**src/pin_keeper_pkg.sv**
```systemverilog
// Package of constants and types for the shared bus pin keeper mux
package pin_keeper_pkg;

  // ****************************************
  // Widths
  // ****************************************
  localparam int ADDR_W = 16;
  localparam int DATA_W = 16;
  localparam int BYTE_W = 8;

  // ****************************************
  // Reset values
  // ****************************************
  localparam logic RST_KEEPER_EN = 1'h0;
  localparam logic RST_STRAP = 1'h0;
  localparam logic [15:0] RST_HELD_WORD = 16'h0000;
  localparam logic [7:0] RST_HELD_BYTE = 8'h00;

  // ****************************************
  // Owner of the shared pins
  // ****************************************
  typedef enum logic [2:0] {
    OWN_NONE = 3'h1,
    OWN_CORE = 3'h2,
    OWN_HOST = 3'h4
  } owner_e;

endpackage : pin_keeper_pkg

```
**src/keeper_if.sv**
```systemverilog
// Interface carrying keeper control between the mux and its keepers
`timescale 1ns/1ns
interface keeper_if #(parameter int W = 16);
  logic keep_en;
  logic drive_en;
  logic [W-1:0] drive_val;
  logic [W-1:0] held_val;
  modport ctrl (output keep_en, output drive_en, output drive_val, input held_val);
  modport keep (input keep_en, input drive_en, input drive_val, output held_val);
endinterface : keeper_if

```
**src/bus_keeper.sv**
```systemverilog
// Bus keeper that remembers the last level the device drove on a pin group
`timescale 1ns/1ns
module bus_keeper #(
  parameter int W = 16
) (
  // Clock and reset
  input wire logic clk,
  input wire logic rst_n,
  // Control
  keeper_if.keep kif
);

  logic [W-1:0] held_ff;
  logic [W-1:0] nxt_held;

  // Capture the driven level while driving, hold it otherwise
  always_comb begin
    nxt_held = held_ff;
    if (kif.drive_en) begin
      nxt_held = kif.drive_val;
    end
  end

  // Held level register
  always_ff @(posedge clk or negedge rst_n) begin
    if (!rst_n) begin
      held_ff <= '0;
    end else begin
      held_ff <= nxt_held;
    end
  end

  assign kif.held_val = held_ff;

endmodule : bus_keeper

```
**src/strap_sync.sv**
```systemverilog
// Two-flop synchroniser for a pin level
`timescale 1ns/1ns
module strap_sync (
  // Clock and reset
  input wire logic clk,
  input wire logic rst_n,
  // Level in and out
  input wire logic din,
  output logic dout
);

  logic meta_ff;
  logic sync_ff;
  logic nxt_meta;
  logic nxt_sync;

  // Shift the pin level through two stages
  always_comb begin
    nxt_meta = din;
    nxt_sync = meta_ff;
  end

  // Synchroniser stages
  always_ff @(posedge clk or negedge rst_n) begin
    if (!rst_n) begin
      meta_ff <= 1'h0;
      sync_ff <= 1'h0;
    end else begin
      meta_ff <= nxt_meta;
      sync_ff <= nxt_sync;
    end
  end

  assign dout = sync_ff;

endmodule : strap_sync

```
**src/shared_bus_pin_keeper_mux.sv**
```systemverilog
// Pad control for shared address, data and host byte pins with keepers
`timescale 1ns/1ns
module shared_bus_pin_keeper_mux (
  // Clock and reset
  input wire logic clk,
  input wire logic rst_n,
  // Strap pins
  input wire logic wide_host_mode_strap,
  input wire logic host_port_enable_strap,
  // Bus control pins
  input wire logic hold_req,
  input wire logic out_float_n,
  // Bank switch control register bits
  input wire logic host_bus_keeper_enable,
  input wire logic data_bus_keeper_enable,
  // Core external memory side
  input wire logic [15:0] core_addr,
  input wire logic core_addr_oe,
  input wire logic [15:0] core_wdata,
  input wire logic core_data_oe,
  output logic [15:0] core_rdata,
  // Host port side inside the device
  output logic [15:0] host_addr,
  output logic [15:0] host_wdata,
  input wire logic [15:0] host_rdata,
  input wire logic host_rdata_oe,
  // Host byte pins as general I/O
  input wire logic [7:0] gpio_out,
  input wire logic [7:0] gpio_oe,
  output logic [7:0] gpio_in,
  // Mode status
  output logic wide_host_mode,
  output logic host_port_enabled,
  output logic gpio_available,
  // Shared address pins
  input wire logic [15:0] shared_address_pins_i,
  output logic [15:0] shared_address_pins_o,
  output logic [15:0] shared_address_pins_oe,
  output logic [15:0] shared_address_keep,
  // Shared data pins
  input wire logic [15:0] shared_data_pins_i,
  output logic [15:0] shared_data_pins_o,
  output logic [15:0] shared_data_pins_oe,
  output logic [15:0] shared_data_keep,
  // Host byte pins
  input wire logic [7:0] host_byte_pins_i,
  output logic [7:0] host_byte_pins_o,
  output logic [7:0] host_byte_pins_oe,
  output logic [7:0] host_byte_keep
);

  // ****************************************
  // Strap sampling
  // ****************************************
  logic wide_sync;
  logic ena_sync;
  logic hold_sync;
  logic off_sync_n;
  logic released_ff;
  logic nxt_released;
  logic wide_ff;
  logic nxt_wide;
  logic ena_ff;
  logic nxt_ena;

  // Pin levels pass two flops before use
  strap_sync u_wide (.clk(clk), .rst_n(rst_n), .din(wide_host_mode_strap), .dout(wide_sync));
  strap_sync u_ena (.clk(clk), .rst_n(rst_n), .din(host_port_enable_strap), .dout(ena_sync));
  strap_sync u_hold (.clk(clk), .rst_n(rst_n), .din(hold_req), .dout(hold_sync));
  strap_sync u_off (.clk(clk), .rst_n(rst_n), .din(out_float_n), .dout(off_sync_n));

  // Straps latch once, on the third clock after reset release, then stay fixed
  logic [1:0] lat_cnt_ff;
  logic [1:0] nxt_lat_cnt;
  always_comb begin
    nxt_lat_cnt = lat_cnt_ff;
    nxt_released = released_ff;
    nxt_wide = wide_ff;
    nxt_ena = ena_ff;
    if (!released_ff) begin
      nxt_lat_cnt = lat_cnt_ff + 2'h1;
      if (lat_cnt_ff == 2'h2) begin
        nxt_released = 1'h1;
        nxt_wide = wide_sync;
        nxt_ena = ena_sync;
      end
    end
  end

  // Strap latches
  always_ff @(posedge clk or negedge rst_n) begin
    if (!rst_n) begin
      lat_cnt_ff <= 2'h0;
      released_ff <= 1'h0;
      wide_ff <= pin_keeper_pkg::RST_STRAP;
      ena_ff <= pin_keeper_pkg::RST_STRAP;
    end else begin
      lat_cnt_ff <= nxt_lat_cnt;
      released_ff <= nxt_released;
      wide_ff <= nxt_wide;
      ena_ff <= nxt_ena;
    end
  end

  // ****************************************
  // Keepers
  // ****************************************
  keeper_if #(.W(16)) a_kif ();
  keeper_if #(.W(16)) d_kif ();
  keeper_if #(.W(8)) b_kif ();

  bus_keeper #(.W(16)) u_akeep (.clk(clk), .rst_n(rst_n), .kif(a_kif.keep));
  bus_keeper #(.W(16)) u_dkeep (.clk(clk), .rst_n(rst_n), .kif(d_kif.keep));
  bus_keeper #(.W(8)) u_bkeep (.clk(clk), .rst_n(rst_n), .kif(b_kif.keep));

  // ****************************************
  // Next pin state
  // ****************************************
  logic host_wide;
  logic a_drv;
  logic d_drv;
  logic gpio_ok;
  logic [7:0] b_oe;
  logic [7:0] b_out;

  // Ownership and drive decisions
  always_comb begin
    host_wide = released_ff & ena_ff & wide_ff;
    gpio_ok = released_ff & (~ena_ff | wide_ff);
    a_drv = released_ff & core_addr_oe & ~host_wide & ~hold_sync & off_sync_n;
    d_drv = released_ff & ~hold_sync & off_sync_n
            & (host_wide ? host_rdata_oe : core_data_oe);
    b_oe = (gpio_ok & off_sync_n) ? gpio_oe : 8'h00;
    b_out = gpio_out;
  end

  // Keeper controls, forced off until straps are latched
  always_comb begin
    a_kif.keep_en = released_ff & host_bus_keeper_enable;
    d_kif.keep_en = released_ff & data_bus_keeper_enable;
    b_kif.keep_en = released_ff & (wide_ff | host_bus_keeper_enable);
    a_kif.drive_en = a_drv;
    a_kif.drive_val = core_addr;
    d_kif.drive_en = d_drv;
    d_kif.drive_val = host_wide ? host_rdata : core_wdata;
    b_kif.drive_en = |b_oe;
    b_kif.drive_val = (b_out & b_oe) | (b_kif.held_val & ~b_oe);
  end

  // ****************************************
  // Output registers
  // ****************************************
  logic [15:0] a_o_ff, a_oe_ff, a_k_ff, d_o_ff, d_oe_ff, d_k_ff;
  logic [7:0] b_o_ff, b_oe_ff, b_k_ff, gin_ff;
  logic [15:0] haddr_ff, hwdata_ff, crdata_ff;
  logic wide_o_ff, ena_o_ff, gpio_o_ff;
  logic [15:0] a_i_sync, d_i_sync;
  logic [7:0] b_i_sync;
  logic [15:0] a_i_meta, d_i_meta;
  logic [7:0] b_i_meta;

  // Pin input synchronisers
  always_ff @(posedge clk or negedge rst_n) begin
    if (!rst_n) begin
      a_i_meta <= 16'h0000;
      d_i_meta <= 16'h0000;
      b_i_meta <= 8'h00;
      a_i_sync <= 16'h0000;
      d_i_sync <= 16'h0000;
      b_i_sync <= 8'h00;
    end else begin
      a_i_meta <= shared_address_pins_i;
      d_i_meta <= shared_data_pins_i;
      b_i_meta <= host_byte_pins_i;
      a_i_sync <= a_i_meta;
      d_i_sync <= d_i_meta;
      b_i_sync <= b_i_meta;
    end
  end

  // Register every pad control and user output
  always_ff @(posedge clk or negedge rst_n) begin
    if (!rst_n) begin
      a_o_ff <= 16'h0000;
      a_oe_ff <= 16'h0000;
      a_k_ff <= 16'h0000;
      d_o_ff <= 16'h0000;
      d_oe_ff <= 16'h0000;
      d_k_ff <= 16'h0000;
      b_o_ff <= 8'h00;
      b_oe_ff <= 8'h00;
      b_k_ff <= 8'h00;
      gin_ff <= 8'h00;
      haddr_ff <= 16'h0000;
      hwdata_ff <= 16'h0000;
      crdata_ff <= 16'h0000;
      wide_o_ff <= 1'h0;
      ena_o_ff <= 1'h0;
      gpio_o_ff <= 1'h0;
    end else begin
      // Keeper presents the remembered level when the pin is undriven
      a_o_ff <= a_drv ? core_addr : a_kif.held_val;
      a_oe_ff <= {16{a_drv}};
      a_k_ff <= {16{a_kif.keep_en}};
      d_o_ff <= d_drv ? d_kif.drive_val : d_kif.held_val;
      d_oe_ff <= {16{d_drv}};
      d_k_ff <= {16{d_kif.keep_en}};
      b_o_ff <= b_kif.drive_val;
      b_oe_ff <= b_oe;
      b_k_ff <= {8{b_kif.keep_en}};
      gin_ff <= b_i_sync;
      haddr_ff <= host_wide ? a_i_sync : 16'h0000;
      hwdata_ff <= host_wide ? d_i_sync : 16'h0000;
      crdata_ff <= host_wide ? 16'h0000 : d_i_sync;
      wide_o_ff <= host_wide;
      ena_o_ff <= released_ff & ena_ff;
      gpio_o_ff <= gpio_ok;
    end
  end

  assign shared_address_pins_o = a_o_ff;
  assign shared_address_pins_oe = a_oe_ff;
  assign shared_address_keep = a_k_ff;
  assign shared_data_pins_o = d_o_ff;
  assign shared_data_pins_oe = d_oe_ff;
  assign shared_data_keep = d_k_ff;
  assign host_byte_pins_o = b_o_ff;
  assign host_byte_pins_oe = b_oe_ff;
  assign host_byte_keep = b_k_ff;
  assign gpio_in = gin_ff;
  assign host_addr = haddr_ff;
  assign host_wdata = hwdata_ff;
  assign core_rdata = crdata_ff;
  assign wide_host_mode = wide_o_ff;
  assign host_port_enabled = ena_o_ff;
  assign gpio_available = gpio_o_ff;

endmodule : shared_bus_pin_keeper_mux

```
**config.mk**
```make
export PLATFORM = sky130hd
export DESIGN_NAME = shared_bus_pin_keeper_mux
export DESIGN_NICKNAME = d
export VERILOG_FILES = /design/src/pin_keeper_pkg.sv /design/src/keeper_if.sv /design/src/bus_keeper.sv /design/src/strap_sync.sv /design/src/shared_bus_pin_keeper_mux.sv
export SDC_FILE = /design/constraint.sdc
export NUM_CORES = 1
export LEC_CHECK = 0
export ABC_CLOCK_PERIOD_IN_PS = 1300
export BUFFER_PORTS_ARGS = -buffer_cell sky130_fd_sc_hd__clkbuf_2
export CORE_AREA = 5 5 137 139
export CTS_CLUSTER_DIAMETER = 80
export CTS_CLUSTER_SIZE = 12
export DETAILED_ROUTE_END_ITERATION = 8
export DIE_AREA = 0 0 142 144
export GPL_TIMING_DRIVEN = 0
export PLACE_DENSITY = 0.76
export REMOVE_ABC_BUFFERS = 1
export SYNTH_ARGS = -nofsm -noshare
export SYNTH_HDL_FRONTEND = slang
export SYNTH_SLANG_ARGS = --single-unit
```
**constraint.sdc**
```tcl
create_clock -name clk -period 1.3 [get_ports clk]
set_input_delay 0.26 -clock clk [delete_from_list [all_inputs] [get_ports clk]]
set_output_delay 0.26 -clock clk [all_outputs]
set_load 0.01 [all_outputs]
```
==> run_results.csv <==
group,metric,value,unit
worst_setup_path,r2r_setup_slack,-0.19,ns
clock_tree,cts_tree,"yes",
place,place_area,8490,um^2
clock_tree,cts-root-buf,"clkbuf_16",
layout,multi_input_area,1860,um^2
grt,grt.met1_usage,0.216,
grt,met3_usage,0.0516,
layout,regArea,5350,um^2
clock_tree,htreeDepth,1,
grt,grt_pass1_vias,4889,
synthesis,yosysTopAreaCell,"dfrtp_1",
outcome,outcome,"finished, violations left",
layout,layout_common_cells,"231 x clkbuf_2, 205 x dfrtp_1, 76 x buf_6",
timing,final.setup_skew,0.0100,ns
detailed_routing,wl_per_cell,19.7,um
outcome,violations,"hold timing, setup timing",
timing,fin_crit,1.49,ns
worst_setup_path,cp-end-kind,"flop",
synthesis,yosysSeqAreaShare,0.730,
worst_setup_path,critPathMaxFanout,7,
synthesis,avgSynthCellArea,15.9,um^2
timing,hold_violations,110,
layout,final_common_cell,"clkbuf_2",
worst_setup_path,cp.required,1.66,ns
synthesis,synth_cells,459,
worst_setup_path,reg2regPathDepth,5,
synthesis,yosys.cell_types.count,29,
power,power.density,1350,nW/um^2
timing,relSlewSlack,0.416,
timing,fin_ws,-0.187,ns
synthesis,syn_area,7300,um^2
grt,grt_max_degree,112,
place,place.gp.congestion,0.800,
clock_tree,clockBufferDepth,3,
clock_tree,ctsHoldBuffers,63,
place,post-dp-hpwl,10400,um
layout,final_nets,927,
detailed_routing,routed_via_density,4.72,
floorplanning,die_area,20400,um^2
grt,overflow,0,
worst_setup_path,path_class,"reg2reg",
timing,rsz0062_at_grt,"true",
clock_tree,cts_buffers,21,
clock_tree,clkSlewWorstSetupHoldPaths,0.06,ns
timing,worst_slew_pin_slew,0.875,ns
synthesis,synth.area.top_cells,"dfrtp_1 73%, buf_4 6.9%, and2_1 4.5%",
grt,grt_use_total,0.169,
floorplanning,fp.coreArea,17500,um^2
detailed_routing,drc,0,
worst_hold_path,hold_path_class,"in2async",
floorplanning,die_w,142,um
worst_setup_path,cp-start-kind,"flop",
layout,final.fill_count,1198,
timing,finalSetupViolations,156,
floorplanning,rows,49,
synthesis,yosysWarnings,0,
layout,design_area,11200,um^2
timing,slew_violations,0,
detailed_routing,drt-total-wl,20500,um
floorplanning,die_y,144,um
worst_setup_path,rr_startpoint,"ena_ff$_DFFE_PN0P_",
worst_setup_path,arrival,1.84,ns
timing,hold_ws,-0.110,ns
synthesis,yosysTopAreaCellShare,0.730,
power,p_leak,5.56,nW
grt,use_met2,0.275,
job,max_cap_violations,0,
power,irDropWorstVdd,1.37,mV
layout,layout-drive-gt1-share,0.617,
place,dp.cells,897,
place,portBuffers,293,
floorplanning,start_util,0.416,
timing,fmax,0.673,GHz
grt,grt-busiest-layer,"met2",
detailed_routing,vias,4919,
clock_tree,clock_sinks,213,
grt,antenna_found_initial,2,
grt,grt_pass1_wl,27100,um
layout,area_growth,53.5,%
detailed_routing,antenna_left,0,
layout,finalNonFillerCells,1042,
worst_setup_path,worst_r2r_endpoint,"shared_data_pins_o[4]$_DFFE_PN0P_",
detailed_routing,firstDrtPassIters,4,
detailed_routing,drt_iter0_markers,124,
clock_tree,clk_latency,0.49,ns
timing,final.period_utilization,1.14,
synthesis,synth_seq_cells,213,
floorplanning,num_io_pins,294,
==> layer usage <==
| layer | share of wire | wire length [um] |
|---|---|---|
| met1 | 0.37 | 7680 |
| met2 | 0.51 | 10400 |
| met3 | 0.078 | 1600 |
| met4 | 0.040 | 818 |
| met5 | 0 | 0 |
==> sequential cells by signal (all words and copies together) (netlist names), 16 cells and up <==
| name | count |
|---|---|
| host_addr | 16 |
| d_i_sync | 16 |
| core_rdata | 16 |
| shared_data_pins_o | 16 |
| a_i_meta | 16 |
| a_i_sync | 16 |
| host_wdata | 16 |
| d_i_meta | 16 |
| shared_address_pins_o | 16 |
==> worst max-delay path by stage <==
stage / startpoint / end / depth (start not counted)
global placement: rst_n / host_addr[10]$_DFF_PN0_ / 1
CTS: shared_address_keep[0]$_DFF_PN0_ / shared_address_keep[6] / 2
global route: shared_address_pins_oe[0]$_DFF_PN0_ / shared_address_pins_oe[12] / 2
detailed placement: released_ff$_DFF_PN0_ / shared_data_pins_o[4]$_DFFE_PN0P_ / 4
floorplan: released_ff$_DFF_PN0_ / shared_data_pins_o[0]$_DFFE_PN0P_ / 4
finish: ena_ff$_DFFE_PN0P_ / shared_data_pins_o[4]$_DFFE_PN0P_ / 5
==> metrics by stage <==
step | power [mW] | setup WS, ns | utilization | setup TNS (ns)
floorplan | 8.19 | -0.672 | - | -47.61
global placement | 9.07 | -4.01 | 0.482 | -965.92
detailed placement | 9.14 | -1.91 | 0.484 | -134.99
CTS | 14.8 | -0.159 | 0.595 | -15.88
global route | 15.8 | -0.199 | 0.639 | -24.00
finish | 15.2 | -0.187 | 0.639 | -18.74
==> layout make-up <==
cell class	count	area share
diodes	2	0.000447
clock buffers	21	0.0469
clock inverters	2	0.00123
inverters	4	0.00246
multi-input cells	160	0.166
flip-flops and latches	213	0.477
well taps	229	0.0256
repair buffers	408	0.276
repair inverters	3	0.00391
==> timing repair <==
item / in CTS / in global routing
endpoints found under the setup margin: 183 / 164
pin swaps: 25 / 36
setup buffers: 32 / 19
gates resized for setup: 97 / 192
endpoints found under the hold margin: 175 / 83
cloned: 9 / 1
==> Yosys cell counts <==
| cell type | number |
|---|---|
| and4_1 | 16 |
| nand2_1 | 2 |
| and3b_2 | 1 |
| buf_6 | 2 |
| ha_1 | 1 |
| o21ai_2 | 1 |
| o21ai_0 | 1 |
| nand2b_4 | 1 |
| mux2_1 | 2 |
| clkbuf_1 | 7 |
| nand3_2 | 1 |
| buf_2 | 8 |
| buf_1 | 1 |
| o2bb2ai_1 | 16 |
| a31oi_1 | 16 |
| o221ai_4 | 1 |
| or2_2 | 1 |
| inv_2 | 1 |
| mux2_2 | 23 |
| mux2_4 | 9 |
| nand3_4 | 1 |
| buf_4 | 67 |
| inv_1 | 3 |
| dfrtp_1 | 213 |
| xnor2_1 | 1 |
| o21a_1 | 1 |
| nor2b_1 | 1 |
| and2_1 | 53 |
| and3_4 | 8 |
==> report_power, final <==
| group | total, mW | internal, mW | switching, mW | leakage, nW |
|---|---|---|---|---|
| registers | 7.45 | 7.17 | 0.274 | 2.57 |
| logic | 2.59 | 1.44 | 1.15 | 2.73 |
| clock network | 5.13 | 2.86 | 2.27 | 0.267 |
==> kinds of logic after synthesis <==
kind of cell / count (synthesis) / synth area share
XOR/XNOR: 1 / 0.00120
adder cells (fa/ha/maj): 1 / 0.00171
flip-flops: 213 / 0.730
AO/OA/AOI/OAI: 36 / 0.0394
multiplexers: 34 / 0.0571
AND/OR/NAND/NOR: 85 / 0.0867
buffers and inverters: 89 / 0.0836
==> critical path, cell delays in order, from the launching register on <==
cell and delay (ns):
dfrtp_4 0.55, buf_12 0.16, buf_4 0.17, and4_1 0.22
a31oi_2 0.18, o2bb2ai_2 0.08
No activity file was read; power rests on OpenSTA's default activity.
